File: src/cec_pkg.sv
package cec_pkg;
	localparam logic [7:0] ADDR_MIS   = 8'h00;
	localparam logic [7:0] ADDR_RIS   = 8'h04;
	localparam logic [7:0] ADDR_INTEN = 8'h08;
	localparam logic [7:0] ADDR_STAT  = 8'h20;
	localparam logic [7:0] ADDR_CTL   = 8'h24;

	localparam int BIT_TX_EN     = 11;
	localparam int BIT_SRC_HI    = 10;
	localparam int BIT_SRC_LO    = 9;
	localparam int BIT_ADC_LVL   = 7;
	localparam int BIT_ADC_SEN_HI = 6;
	localparam int BIT_ADC_SEN_LO = 5;
	localparam int BIT_IRQ_LVL   = 4;
	localparam int BIT_IRQ_SEN_HI = 3;
	localparam int BIT_IRQ_SEN_LO = 2;
	localparam int BIT_INVERT    = 1;
	localparam int BIT_OUT_VALUE = 1;
	localparam int BIT_FLAG      = 0;

	localparam logic [31:0] CTL_WR_MASK = 32'h00000EFE;
	localparam logic [31:0] CTL_RESET   = 32'h00000000;

	typedef enum logic [1:0] {
		SRC_PIN_VALUE = 2'h0,
		SRC_POS_PIN   = 2'h1,
		SRC_VREF      = 2'h2,
		SRC_RESERVED  = 2'h3
	} cec_src_t;

	typedef enum logic [1:0] {
		SENSE_LEVEL   = 2'h0,
		SENSE_FALLING = 2'h1,
		SENSE_RISING  = 2'h2,
		SENSE_EITHER  = 2'h3
	} cec_sense_t;

	typedef struct packed {
		logic        psel;
		logic        penable;
		logic        pwrite;
		logic [7:0]  paddr;
		logic [31:0] pwdata;
	} cec_apb_req_t;

	typedef struct packed {
		logic        pready;
		logic        pslverr;
		logic [31:0] prdata;
	} cec_apb_rsp_t;
endpackage

File: src/cec_sense.sv
`timescale 1ns/1ns
// One sense conditioner: level or edge qualification of the conditioned output
module cec_sense (
	input  wire logic             i_clk,
	input  wire logic             i_nrst,
	input  wire logic             i_val,
	input  wire logic             i_prev,
	input  wire cec_pkg::cec_sense_t i_mode,
	input  wire logic             i_level,
	output logic                  o_event
);
	import cec_pkg::*;

	logic rise;
	logic fall;
	logic next_event;

	assign rise = i_val & ~i_prev;
	assign fall = ~i_val & i_prev;

	always_comb begin
		unique case (i_mode)
			SENSE_LEVEL:   next_event = (i_val == i_level);
			SENSE_FALLING: next_event = fall;
			SENSE_RISING:  next_event = rise;
			SENSE_EITHER:  next_event = rise | fall;
		endcase
	end

	always_ff @(posedge i_clk) begin
		if (!i_nrst) begin
			o_event <= 1'b0;
		end else begin
			o_event <= next_event;
		end
	end
endmodule // cec_sense

File: src/cec_top.sv
// Chosen here: the APB slave port.
`timescale 1ns/1ns
// Operation
// - Transmit enable gates ADC trigger forwarding.
// - Source select routes plus input; 11 reserved.
// - ADC sense: level, falling, rising, either.
// - ADC level mode fires on matching level.
// - Interrupt sense: level, falling, rising, either.
// - Interrupt level mode fires on matching level.
// - Invert bit flips output before processing.
// - Reserved bits ignored; fields reset zero.
// - Raw status sets regardless of enable.
// - Masked status is raw AND enable; W1C.
// - Enable gates interrupt line.
// - Status register shows current output.
module cec_top (
	input  wire logic                 I_REF_CLK,
	input  wire logic                 I_NRST,
	input  wire cec_pkg::cec_apb_req_t I_APB,
	input  wire logic                 I_CMP_OUT,
	output cec_pkg::cec_apb_rsp_t     O_APB,
	output cec_pkg::cec_src_t         O_POS_SRC_SEL,
	output logic                      O_ADC_TRIGGER,
	output logic                      O_IRQ
);
	import cec_pkg::*;

	logic [31:0] comparator_control;
	logic        irq_enable;
	logic        cmp_zero_interrupt_flag;
	logic        sync_meta;
	logic        sync_out;
	logic        cond_prev;
	logic        comparator_output_value;

	wire         setup_phase;
	wire         wr_en;
	wire         sel_mis;
	wire         sel_ris;
	wire         sel_inten;
	wire         sel_stat;
	wire         sel_ctl;
	wire         mapped;
	wire         cond_val;
	wire         irq_event;
	wire         adc_event;
	wire         flag_clear;
	wire         next_flag;
	wire [31:0]  next_rdata;
	wire         adc_tx_en;
	wire         adc_lvl;
	wire         irq_lvl;
	wire         out_invert;
	wire         masked_status;
	cec_sense_t  adc_sense_select;
	cec_sense_t  irq_sense_select;

	// Zero-wait slave: answer on the first access cycle
	assign setup_phase = I_APB.psel & ~I_APB.penable;
	assign wr_en       = I_APB.psel & I_APB.penable & I_APB.pwrite;
	assign sel_mis     = (I_APB.paddr == ADDR_MIS);
	assign sel_ris     = (I_APB.paddr == ADDR_RIS);
	assign sel_inten   = (I_APB.paddr == ADDR_INTEN);
	assign sel_stat    = (I_APB.paddr == ADDR_STAT);
	assign sel_ctl     = (I_APB.paddr == ADDR_CTL);
	assign mapped      = sel_mis | sel_ris | sel_inten | sel_stat | sel_ctl;

	assign adc_tx_en        = comparator_control[BIT_TX_EN];
	assign adc_lvl          = comparator_control[BIT_ADC_LVL];
	assign irq_lvl          = comparator_control[BIT_IRQ_LVL];
	assign out_invert       = comparator_control[BIT_INVERT];
	assign adc_sense_select = cec_sense_t'(comparator_control[BIT_ADC_SEN_HI:BIT_ADC_SEN_LO]);
	assign irq_sense_select = cec_sense_t'(comparator_control[BIT_IRQ_SEN_HI:BIT_IRQ_SEN_LO]);

	// Invert before any sensing so both paths see the same polarity
	assign cond_val = sync_out ^ out_invert;

	// two-flop synchroniser; only sync_out is looked at downstream
	always_ff @(posedge I_REF_CLK) begin
		if (!I_NRST) begin
			sync_meta <= 1'b0;
			sync_out  <= 1'b0;
			cond_prev <= 1'b0;
		end else begin
			sync_meta <= I_CMP_OUT;
			sync_out  <= sync_meta;
			cond_prev <= cond_val;
		end
	end

	cec_sense u_irq_sense (
		.i_clk   (I_REF_CLK),
		.i_nrst  (I_NRST),
		.i_val   (cond_val),
		.i_prev  (cond_prev),
		.i_mode  (irq_sense_select),
		.i_level (irq_lvl),
		.o_event (irq_event)
	);

	cec_sense u_adc_sense (
		.i_clk   (I_REF_CLK),
		.i_nrst  (I_NRST),
		.i_val   (cond_val),
		.i_prev  (cond_prev),
		.i_mode  (adc_sense_select),
		.i_level (adc_lvl),
		.o_event (adc_event)
	);

	// A new event wins over a same-cycle write-one clear
	assign flag_clear = wr_en & sel_mis & I_APB.pwdata[BIT_FLAG];
	assign next_flag  = irq_event | (cmp_zero_interrupt_flag & ~flag_clear);
	assign masked_status = cmp_zero_interrupt_flag & irq_enable;

	assign next_rdata =
		sel_mis   ? {31'h00000000, masked_status} :
		sel_ris   ? {31'h00000000, cmp_zero_interrupt_flag} :
		sel_inten ? {31'h00000000, irq_enable} :
		sel_stat  ? (32'(comparator_output_value) << BIT_OUT_VALUE) :
		sel_ctl   ? comparator_control :
		32'h00000000;

	always_ff @(posedge I_REF_CLK) begin
		if (!I_NRST) begin
			comparator_control      <= CTL_RESET;
			irq_enable              <= 1'b0;
			cmp_zero_interrupt_flag <= 1'b0;
		end else begin
			cmp_zero_interrupt_flag <= next_flag;
			if (wr_en && sel_ctl) begin
				comparator_control <= I_APB.pwdata & CTL_WR_MASK;
			end
			if (wr_en && sel_inten) begin
				irq_enable <= I_APB.pwdata[BIT_FLAG];
			end
		end
	end

	always_ff @(posedge I_REF_CLK) begin
		if (!I_NRST) begin
			comparator_output_value <= 1'b0;
			O_ADC_TRIGGER           <= 1'b0;
			O_IRQ                   <= 1'b0;
			O_POS_SRC_SEL           <= SRC_PIN_VALUE;
		end else begin
			comparator_output_value <= cond_val;
			O_ADC_TRIGGER           <= adc_event & adc_tx_en;
			O_IRQ                   <= next_flag & irq_enable;
			O_POS_SRC_SEL           <= cec_src_t'(comparator_control[BIT_SRC_HI:BIT_SRC_LO]);
		end
	end

	always_ff @(posedge I_REF_CLK) begin
		if (!I_NRST) begin
			O_APB <= '0;
		end else begin
			O_APB.pready  <= setup_phase;
			O_APB.pslverr <= setup_phase & ~mapped;
			O_APB.prdata  <= next_rdata;
		end
	end

	// Assertions

	a_adc_gate_off: assert property (@(posedge I_REF_CLK) disable iff (!I_NRST)
		!$past(adc_tx_en) |-> !O_ADC_TRIGGER)
		else $error("ADC trigger passed while transmit disabled");

	a_adc_gate_on: assert property (@(posedge I_REF_CLK) disable iff (!I_NRST)
		$past(adc_event) && $past(adc_tx_en) |-> O_ADC_TRIGGER)
		else $error("ADC event not forwarded");

	a_src_route: assert property (@(posedge I_REF_CLK) disable iff (!I_NRST)
		##1 O_POS_SRC_SEL == $past(comparator_control[BIT_SRC_HI:BIT_SRC_LO]))
		else $error("Source select not routed");

	a_adc_rise_sense: assert property (@(posedge I_REF_CLK) disable iff (!I_NRST)
		adc_sense_select == SENSE_RISING && cond_val && !cond_prev |=> adc_event)
		else $error("ADC rising edge missed");

	a_adc_level_sense: assert property (@(posedge I_REF_CLK) disable iff (!I_NRST)
		adc_sense_select == SENSE_LEVEL && cond_val != adc_lvl |=> !adc_event)
		else $error("ADC level event on wrong level");

	a_irq_fall_sense: assert property (@(posedge I_REF_CLK) disable iff (!I_NRST)
		irq_sense_select == SENSE_FALLING && !cond_val && cond_prev |=> irq_event)
		else $error("Interrupt falling edge missed");

	a_irq_level_sense: assert property (@(posedge I_REF_CLK) disable iff (!I_NRST)
		irq_sense_select == SENSE_LEVEL && cond_val == irq_lvl |=> irq_event)
		else $error("Interrupt level event missed");

	a_invert_path: assert property (@(posedge I_REF_CLK) disable iff (!I_NRST)
		##1 comparator_output_value == ($past(sync_out) ^ $past(out_invert)))
		else $error("Invert not applied");

	a_ctl_reserved: assert property (@(posedge I_REF_CLK) disable iff (!I_NRST)
		(comparator_control & ~CTL_WR_MASK) == 32'h00000000)
		else $error("Reserved control bits stored");

	a_raw_set: assert property (@(posedge I_REF_CLK) disable iff (!I_NRST)
		irq_event |=> cmp_zero_interrupt_flag)
		else $error("Raw status not set by event");

	a_w1c_clear: assert property (@(posedge I_REF_CLK) disable iff (!I_NRST)
		flag_clear && !irq_event |=> !cmp_zero_interrupt_flag)
		else $error("Write one did not clear status");

	a_irq_masked: assert property (@(posedge I_REF_CLK) disable iff (!I_NRST)
		##1 O_IRQ == ($past(next_flag) && $past(irq_enable)))
		else $error("Interrupt line not gated by enable");

	a_adc_level_fire: assert property (@(posedge I_REF_CLK) disable iff (!I_NRST)
		adc_sense_select == SENSE_LEVEL && cond_val == adc_lvl
		|=> adc_event)
		else $error("ADC level event missed");

	a_adc_fall_sense: assert property (@(posedge I_REF_CLK) disable iff (!I_NRST)
		adc_sense_select == SENSE_FALLING && !cond_val && cond_prev
		|=> adc_event)
		else $error("ADC falling edge missed");

	a_adc_either_sense: assert property (@(posedge I_REF_CLK) disable iff (!I_NRST)
		adc_sense_select == SENSE_EITHER && cond_val != cond_prev
		|=> adc_event)
		else $error("ADC either edge missed");

	a_adc_edge_quiet: assert property (@(posedge I_REF_CLK) disable iff (!I_NRST)
		adc_sense_select != SENSE_LEVEL && cond_val == cond_prev
		|=> !adc_event)
		else $error("ADC edge event without a change");

	a_adc_rise_only: assert property (@(posedge I_REF_CLK) disable iff (!I_NRST)
		adc_sense_select == SENSE_RISING && !(cond_val && !cond_prev)
		|=> !adc_event)
		else $error("ADC rising mode fired on a fall");

	a_irq_rise_sense: assert property (@(posedge I_REF_CLK) disable iff (!I_NRST)
		irq_sense_select == SENSE_RISING && cond_val && !cond_prev
		|=> irq_event)
		else $error("Interrupt rising edge missed");

	a_irq_either_sense: assert property (@(posedge I_REF_CLK) disable iff (!I_NRST)
		irq_sense_select == SENSE_EITHER && cond_val != cond_prev
		|=> irq_event)
		else $error("Interrupt either edge missed");

	a_irq_edge_quiet: assert property (@(posedge I_REF_CLK) disable iff (!I_NRST)
		irq_sense_select != SENSE_LEVEL && cond_val == cond_prev
		|=> !irq_event)
		else $error("Interrupt edge event without a change");

	a_irq_fall_only: assert property (@(posedge I_REF_CLK) disable iff (!I_NRST)
		irq_sense_select == SENSE_FALLING && !(!cond_val && cond_prev)
		|=> !irq_event)
		else $error("Interrupt falling mode fired on a rise");

	a_irq_level_quiet: assert property (@(posedge I_REF_CLK) disable iff (!I_NRST)
		irq_sense_select == SENSE_LEVEL && cond_val != irq_lvl
		|=> !irq_event)
		else $error("Interrupt level event on wrong level");

	a_sync_first: assert property (@(posedge I_REF_CLK) disable iff (!I_NRST)
		##1
		sync_meta == $past(I_CMP_OUT))
		else $error("First sync stage lost the input");

	a_sync_second: assert property (@(posedge I_REF_CLK) disable iff (!I_NRST)
		##1
		sync_out == $past(sync_meta))
		else $error("Second sync stage lost the input");

	a_prev_track: assert property (@(posedge I_REF_CLK) disable iff (!I_NRST)
		##1
		cond_prev == $past(cond_val))
		else $error("Previous value not registered");

	a_adc_trig_gate: assert property (@(posedge I_REF_CLK) disable iff (!I_NRST)
		O_ADC_TRIGGER
		|-> $past(adc_event) && $past(adc_tx_en))
		else $error("ADC trigger without a gated event");

	a_irq_from_flag: assert property (@(posedge I_REF_CLK) disable iff (!I_NRST)
		O_IRQ
		|-> cmp_zero_interrupt_flag)
		else $error("Interrupt line high without status");

	a_irq_enable_off: assert property (@(posedge I_REF_CLK) disable iff (!I_NRST)
		!$past(irq_enable)
		|-> !O_IRQ)
		else $error("Interrupt line high while disabled");

	a_mis_read: assert property (@(posedge I_REF_CLK) disable iff (!I_NRST)
		setup_phase && sel_mis
		|=> O_APB.prdata == {31'h0, $past(masked_status)})
		else $error("Masked status read wrong");

	a_ris_read: assert property (@(posedge I_REF_CLK) disable iff (!I_NRST)
		setup_phase && sel_ris
		|=> O_APB.prdata == {31'h0, $past(cmp_zero_interrupt_flag)})
		else $error("Raw status read wrong");

	a_stat_read: assert property (@(posedge I_REF_CLK) disable iff (!I_NRST)
		setup_phase && sel_stat
		|=> O_APB.prdata == (32'($past(comparator_output_value)) << BIT_OUT_VALUE))
		else $error("Output status read wrong");

	a_ctl_read: assert property (@(posedge I_REF_CLK) disable iff (!I_NRST)
		setup_phase && sel_ctl
		|=> O_APB.prdata == $past(comparator_control))
		else $error("Control read wrong");

	a_ctl_write_mask: assert property (@(posedge I_REF_CLK) disable iff (!I_NRST)
		wr_en && sel_ctl
		|=> comparator_control == ($past(I_APB.pwdata) & CTL_WR_MASK))
		else $error("Control write not masked");

	a_w1c_keep: assert property (@(posedge I_REF_CLK) disable iff (!I_NRST)
		wr_en && sel_mis && !I_APB.pwdata[BIT_FLAG] && cmp_zero_interrupt_flag
		|=> cmp_zero_interrupt_flag)
		else $error("Write zero cleared status");

	a_flag_hold: assert property (@(posedge I_REF_CLK) disable iff (!I_NRST)
		cmp_zero_interrupt_flag && !flag_clear
		|=> cmp_zero_interrupt_flag)
		else $error("Raw status dropped without a clear");

	a_flag_no_spur: assert property (@(posedge I_REF_CLK) disable iff (!I_NRST)
		!cmp_zero_interrupt_flag && !irq_event
		|=> !cmp_zero_interrupt_flag)
		else $error("Raw status set without an event");

	a_inten_write: assert property (@(posedge I_REF_CLK) disable iff (!I_NRST)
		wr_en && sel_inten
		|=> irq_enable == $past(I_APB.pwdata[BIT_FLAG]))
		else $error("Interrupt enable write lost");

	a_ready_answer: assert property (@(posedge I_REF_CLK) disable iff (!I_NRST)
		setup_phase
		|=> O_APB.pready)
		else $error("No ready after setup");

	a_ready_quiet: assert property (@(posedge I_REF_CLK) disable iff (!I_NRST)
		!setup_phase
		|=> !O_APB.pready)
		else $error("Ready without a setup");

	a_err_unmapped: assert property (@(posedge I_REF_CLK) disable iff (!I_NRST)
		setup_phase && !mapped
		|=> O_APB.pslverr)
		else $error("Unmapped access not refused");

	a_err_mapped: assert property (@(posedge I_REF_CLK) disable iff (!I_NRST)
		setup_phase && mapped
		|=> !O_APB.pslverr)
		else $error("Mapped access refused");
endmodule // cec_top

File: config.mk
export PLATFORM = sky130hd
export DESIGN_NAME = cec_top
export DESIGN_NICKNAME = d
export VERILOG_FILES = /design/src/cec_pkg.sv /design/src/cec_sense.sv /design/src/cec_top.sv
export SDC_FILE = /design/constraint.sdc
export NUM_CORES = 1
export LEC_CHECK = 0
export BUFFER_PORTS_ARGS = -buffer_cell sky130_fd_sc_hd__buf_2
export CAP_MARGIN = 15
export CORE_MARGIN = 3
export CORE_UTILIZATION = 40
export CTS_BUF_LIST = sky130_fd_sc_hd__clkbuf_4 sky130_fd_sc_hd__clkbuf_8
export DETAILED_ROUTE_END_ITERATION = 8
export PLACE_DENSITY_LB_ADDON = 0.1
export SKIP_CTS_REPAIR_TIMING = 1
export SLEW_MARGIN = 15
export SYNTH_ARGS = -nofsm -noshare
export SYNTH_HDL_FRONTEND = slang
export SYNTH_SLANG_ARGS = --single-unit
File: constraint.sdc
create_clock -name I_REF_CLK -period 2.4 [get_ports I_REF_CLK]
set_input_delay 0.36 -clock I_REF_CLK [delete_from_list [all_inputs] [get_ports I_REF_CLK]]
set_output_delay 0.36 -clock I_REF_CLK [all_outputs]
set_load 0.1 [all_outputs]
Word level (Yosys, flattened, before mapping)
Cells that the tools add are included.

Output and inout bits: 38. Bits of input ports: 46. Bits in registers: 34. Word-level logic and storage cells: 68.

Bitwise logic cells: 26. Reduce and logical (&&, ||, !) cells: 7. Equal/unequal tests: 12. Muxes and demuxes: 7.

Operators with widths (count): 8-bit by 6-bit == test with 1-bit output, second input constant (2); 1-bit bitwise AND (12); 2-bit == test, second input constant (4); 8-bit by 3-bit == test with 1-bit output, second input constant (1); 8-bit by 4-bit == test with 1-bit output, second input constant (1); 8-bit zero test (1); 1-bit case mux with 4 select lines (2); 1-bit inverter (7); 1-bit bitwise OR (6); 6-bit OR reduction (1); 2-bit by 1-bit == test with 1-bit output, second input constant (2); 2-bit zero test (2); 2-bit 2-to-1 mux (2); 4-bit OR reduction (1); 1-bit 2-to-1 mux (3); 1-bit == test (2); 1-bit logical AND (2); 1-bit bitwise XOR (1).

Depth between registers and ports, before layout
Depth in word-level cells: 8. Gate-level depth with buffers: 5. Depth with buffers taken out: 5.

Modules after synthesis
Synthesis repeated with hierarchy kept, for this count alone.

Cell total of the unflattened synthesis: 158. Area, all modules: 1517.7 sq um.

By module, submodules not included: cec_top (area each 1330.0 sq um, instances 1, seq. area each 640.6 sq um, cells an instance 134); cec_sense (area each 93.8 sq um, instances 2, seq. area each 20.0 sq um, cells an instance 12).

Worst setup path before layout
OpenSTA, ideal clock, no wires.

Path type: in2reg. From: input I_APB[33] (netlist name). To: register O_APB[0] (netlist name). Buffers on the path: 0. Arrival time: 1.499 ns. Library setup time: 0.104 ns. Cell stages on the path: 3. Required time: 2.296 ns. Slack: 0.797 ns. Path through: or4_4 > or3_4 > a2111oi_2.

Longest elaborated chain between the ends: 5. Elaborated cells between the ends (all ways): 8. Classes of those cells: 3 x eq/ne; 4 x mux; 1 x reduce/logical.

Ends and longest elaborated chain: start, declared (line cec_top.sv:19) `input wire cec_pkg::cec_apb_req_t I_APB,`; 8-bit by 6-bit == test with 1-bit output (line cec_top.sv:64) `assign sel_stat = (I_APB.paddr == ADDR_STAT);`; 2-bit 2-to-1 mux (line cec_top.sv:120) `sel_stat ? (32'(comparator_output_value) << BIT_OUT_VALUE) :`; 1-bit 2-to-1 mux (line cec_top.sv:119) `sel_inten ? {31'h00000000, irq_enable} :`; 1-bit 2-to-1 mux (line cec_top.sv:118) `sel_ris ? {31'h00000000, cmp_zero_interrupt_flag} :`; 1-bit 2-to-1 mux * (line cec_top.sv:117) `sel_mis ? {31'h00000000, masked_status} :`; end, declared (line cec_top.sv:21) `output cec_pkg::cec_apb_rsp_t O_APB,`.

Mark *: on every way between the ends. The rest lies on a longest branch, timed or not. A chain may end at the register's enable or synchronous reset.

Worst setup path after layout
From: register comparator_control[1]. To: register u_irq_sense.o_event.

Longest elaborated chain between the ends: 5. Elaborated cells between the ends (all ways): 7. Classes of those cells: 1 x eq/ne; 1 x mux; 5 x bitwise.

Ends and longest elaborated chain: start, declared (line cec_top.sv:28) `logic [31:0] comparator_control;`; start signal, assigned (line cec_top.sv:132) `comparator_control <= I_APB.pwdata & CTL_WR_MASK;`; 1-bit bitwise XOR * (line cec_top.sv:76) `assign cond_val = sync_out ^ out_invert;`; via cond_val (line cec_top.sv:44) `wire cond_val;`; 1-bit inverter (line cec_sense.sv:19) `assign fall = ~i_val & i_prev;`; 1-bit bitwise AND (line cec_sense.sv:19); 1-bit bitwise OR (line cec_sense.sv:26) `SENSE_EITHER: next_event = rise | fall;`; 1-bit case mux with 4 select lines * (line cec_sense.sv:22) `unique case (i_mode)`; end signal, assigned (line cec_sense.sv:34) `o_event <= next_event;`; end, declared (line cec_sense.sv:10) `output logic o_event`.

The timed path passes the listed nets; every way through them passes the cells marked *.

==> flow_metrics.py <==
metrics = {
    "critical_path": {
        "crit_chain": "xor2_1 > ha_1 > inv_1 > a211o_1 > o32ai_1",
        "worstRegToRegCells": 5,
        "crit_fanout": 6,
        "reg2reg_setup_slack_ps": 780,
        "cp.required_ps": 2570,
        "r2r-start": "comparator_control[1]$_SDFFE_PN0P_",
        "worstSetupStartpointType": "register",
        "worst_path_largest_cell_delay_ps": 370,
        "path_class": "register to register",
        "cp-end-kind": "register",
        "cp.arrival_ps": 1790,
        "worst_r2r_endpoint": "u_irq_sense.o_event$_SDFF_PN0_",
        "crit_path_top_delay_cell": "dfxtp_1",
    },
    "min_path": {
        "hold_start": "I_APB[41]",
        "holdPathStages": 2,
        "min_path_type": "primary input to register",
        "whs_endpoint": "O_APB[33]$_SDFF_PN0_",
    },
    "yosys": {
        "synthCells": 150,
        "synth-edff-count": 0,
        "yosysWarnings": 0,
        "synthDistinctLibCells": 31,
        "syn_area_sq_um": 1468,
        "ys.flop_type": "dfxtp_1",
        "yosys.area.top_type_share_pct": 46.38,
        "ys_ff_latch": 34,
        "syn_avg_cell_area_sq_um": 9.784,
        "yosys.area.top_type": "dfxtp_1",
        "ys_top_cells_by_area": "dfxtp_1 46%, buf_4 11%, mux2i_1 9.5%",
        "synthArstFlopShare_pct": 0,
        "yosysSeqAreaShare_pct": 46.38,
    },
    "final_layout": {
        "fin_area_sq_um": 1744,
        "area_growth_pct": 18.84,
        "n_antenna_cell": 0,
        "largest-register": "O_APB",
        "nets": 243,
        "layout-drive-gt1-share_pct": 29.08,
        "top_regs": "O_APB: 13 flops, comparator_control: 10 flops, O_POS_SRC_SEL: 2 flops",
        "final_util_pct": 50.67,
        "largest_reg_flops": 13,
    },
    "sta": {
        "finClkSkew_ps": 6.249,
        "post-route-period-util_pct": 67.35,
        "slew_violations": 0,
        "fmaxAchievable_mhz": 618.7,
        "setup_tns_ps": 0,
        "finalSetupViolCount": 0,
        "rsz0062_at_grt": "no",
        "hold_violations": 0,
        "fin_ws_ps": 783.7,
        "period_needed_ps": 1616,
    },
    "global_route": {
        "grt_pass1_wl_um": 4333,
        "track_usage_pct": 13.21,
        "grt_pass1_vias": 999,
        "grt_remaining_overflow": 0,
        "antenna_found_initial": 0,
        "grt_max_degree": 29,
    },
    "placement": {
        "gp_congestion": 0.8006,
        "place_hpwl_um": 2053,
        "dp_slack_ps": 594.9,
        "port_buffers": 41,
        "dpl_cell_area_sq_um": 1649,
    },
    "floorplanning": {
        "ios": 84,
        "coreArea_sq_um": 3442,
        "rows": 21,
        "start_util_pct": 42.64,
        "die_h_um": 66.58,
        "die_w_um": 66.58,
        "die_area_sq_um": 4432,
    },
    "status": {
        "status": "finished clean",
    },
    "clock_tree": {
        "cts.clk_slew.worst_paths_ps": 60,
        "numCtsBuffers": 5,
        "cts_sinks": 34,
        "cts_buffer_depth": 2,
        "htree_levels": 2,
        "root_buffer": "clkbuf_8",
        "clock_latency_ps": 280,
        "cts_tree": "built",
    },
    "route": {
        "wirelength_um": 2700,
        "firstDrtPassIters": 3,
        "vias_per_cell": 4.446,
        "post-route-drc-count": 0,
        "drt_iter0_drc": 37,
        "antenna_left": 0,
        "vias": 1076,
        "wire_per_inst_um": 11.16,
    },
    "run": {
        "maxCapViolations": 0,
    },
    "power_and_ir_drop": {
        "power_leakage_nw": 0.8146,
        "p_per_area_nw_per_um2": 696.3,
        "irDropWorstVdd_mv": 0.3616,
        "total_power_mw": 1.215,
    },
}
-- Yosys cell counts, types with 2 or more instances --
master	number
clkbuf_1	3
mux2i_1	14
nor2_1	4
a211o_1	2
ha_1	2
nor3b_1	4
a31oi_1	2
o21ai_0	2
inv_1	7
and2_1	11
buf_4	22
nor3_1	2
nand2_1	23
o32ai_1	2
dfxtp_1	34
-- cell usage in the layout, fill, tap and decap left out, drive strengths merged --
master   instances
a21boi           1
dfxtp           34
o21ai            2
or4bb            1
clkinv           1
a211o            2
and3             1
and2            11
or4              1
nor4             2
nor3             2
nor2             4
ha               2
mux2i           14
xor2             1
or4b             1
nor4b            1
buf             43
o211ai           1
o32ai            2
clkbuf           7
o22ai            1
or3b             1
nand2           23
inv              7
nor3b            4
a2111oi          1
nand3b           1
a31oi            2
or3              1
conb            21
-- logic make-up (layout without fill, tap and decap cells) --
family          count (synthesis)  in the layout  synth area share [%]
flops                          34             34                 46.38
mux                            14             14                 9.548
buf+inv                        32             58                 13.81
compound gates                 12             12                 6.395
simple gates                   54             54                 21.31
xor+xnor                        1              1                0.5969
other cells                     1             21                0.2555
fa+ha+maj                       2              2                 1.705
-- worst max-delay path: cells and delay by family (launching register included) --
| family | cells | cell delay [ps] |
|---|---|---|
| adder cells (fa/ha/maj) | 1 | 220 |
| AO/OA/AOI/OAI | 2 | 520 |
| buffers and inverters | 1 | 50 |
| flip-flops | 1 | 370 |
| XOR/XNOR | 1 | 350 |
-- how the worst max path moves through the flow --
| stage | startpoint | end | depth (start not counted) |
|---|---|---|---|
| 6_report | comparator_control[1]$_SDFFE_PN0P_ | u_irq_sense.o_event$_SDFF_PN0_ | 5 |
| 5_1_grt | comparator_control[1]$_SDFFE_PN0P_ | u_irq_sense.o_event$_SDFF_PN0_ | 5 |
| 4_1_cts | comparator_control[1]$_SDFFE_PN0P_ | u_irq_sense.o_event$_SDFF_PN0_ | 5 |
| 3_5_place_dp | I_APB[33] | comparator_control[3]$_SDFFE_PN0P_ | 5 |
| 3_3_place_gp | I_APB[33] | O_APB[0]$_SDFF_PN0_ | 4 |
| 2_1_floorplan | I_APB[33] | O_APB[0]$_SDFF_PN0_ | 3 |
-- routing by layer --
metal  share of wire [%]  track usage [%]  vias to the layer above  routed length (um)
met2                  45            20.92                       44                1208
met4                 2.0            6.853                        0                  54
met5                   0                0                        -                   0
met3                 9.2            4.890                        4                 248
met1                  44            15.46                      479                1189
li1                    -                -                      549                   -
-- layout make-up --
type / instances / area (sq um)
Timing Repair Buffer: 43 / 220.2
Fill cell: 354 / 1698
Clock buffer: 7 / 90.09
Sequential cell: 34 / 680.7
Tap cell: 46 / 57.56
Inverter: 7 / 26.28
Multi-Input combinational cell: 104 / 664.4
Clock inverter: 1 / 5.005
-- report_power, final --
| group | leakage [nW] | internal [mW] | total, mW | switching [mW] |
|---|---|---|---|---|
| sequential | 0.276 | 0.571 | 0.574 | 0.00288 |
| clock | 0.0517 | 0.242 | 0.424 | 0.182 |
| combinational | 0.487 | 0.0298 | 0.216 | 0.186 |
| total | 0.815 | 0.843 | 1.21 | 0.371 |
-- through the flow --
stage / instances / hold WS [ps]
detailed placement: 234 / 425.7
global route: 242 / 263.7
global placement: 234 / 417.2
floorplan: 170 / 411.9
CTS: 242 / 250.7
finish: 242 / 261.4
Note: power is estimated with default switching activity, not from simulation.
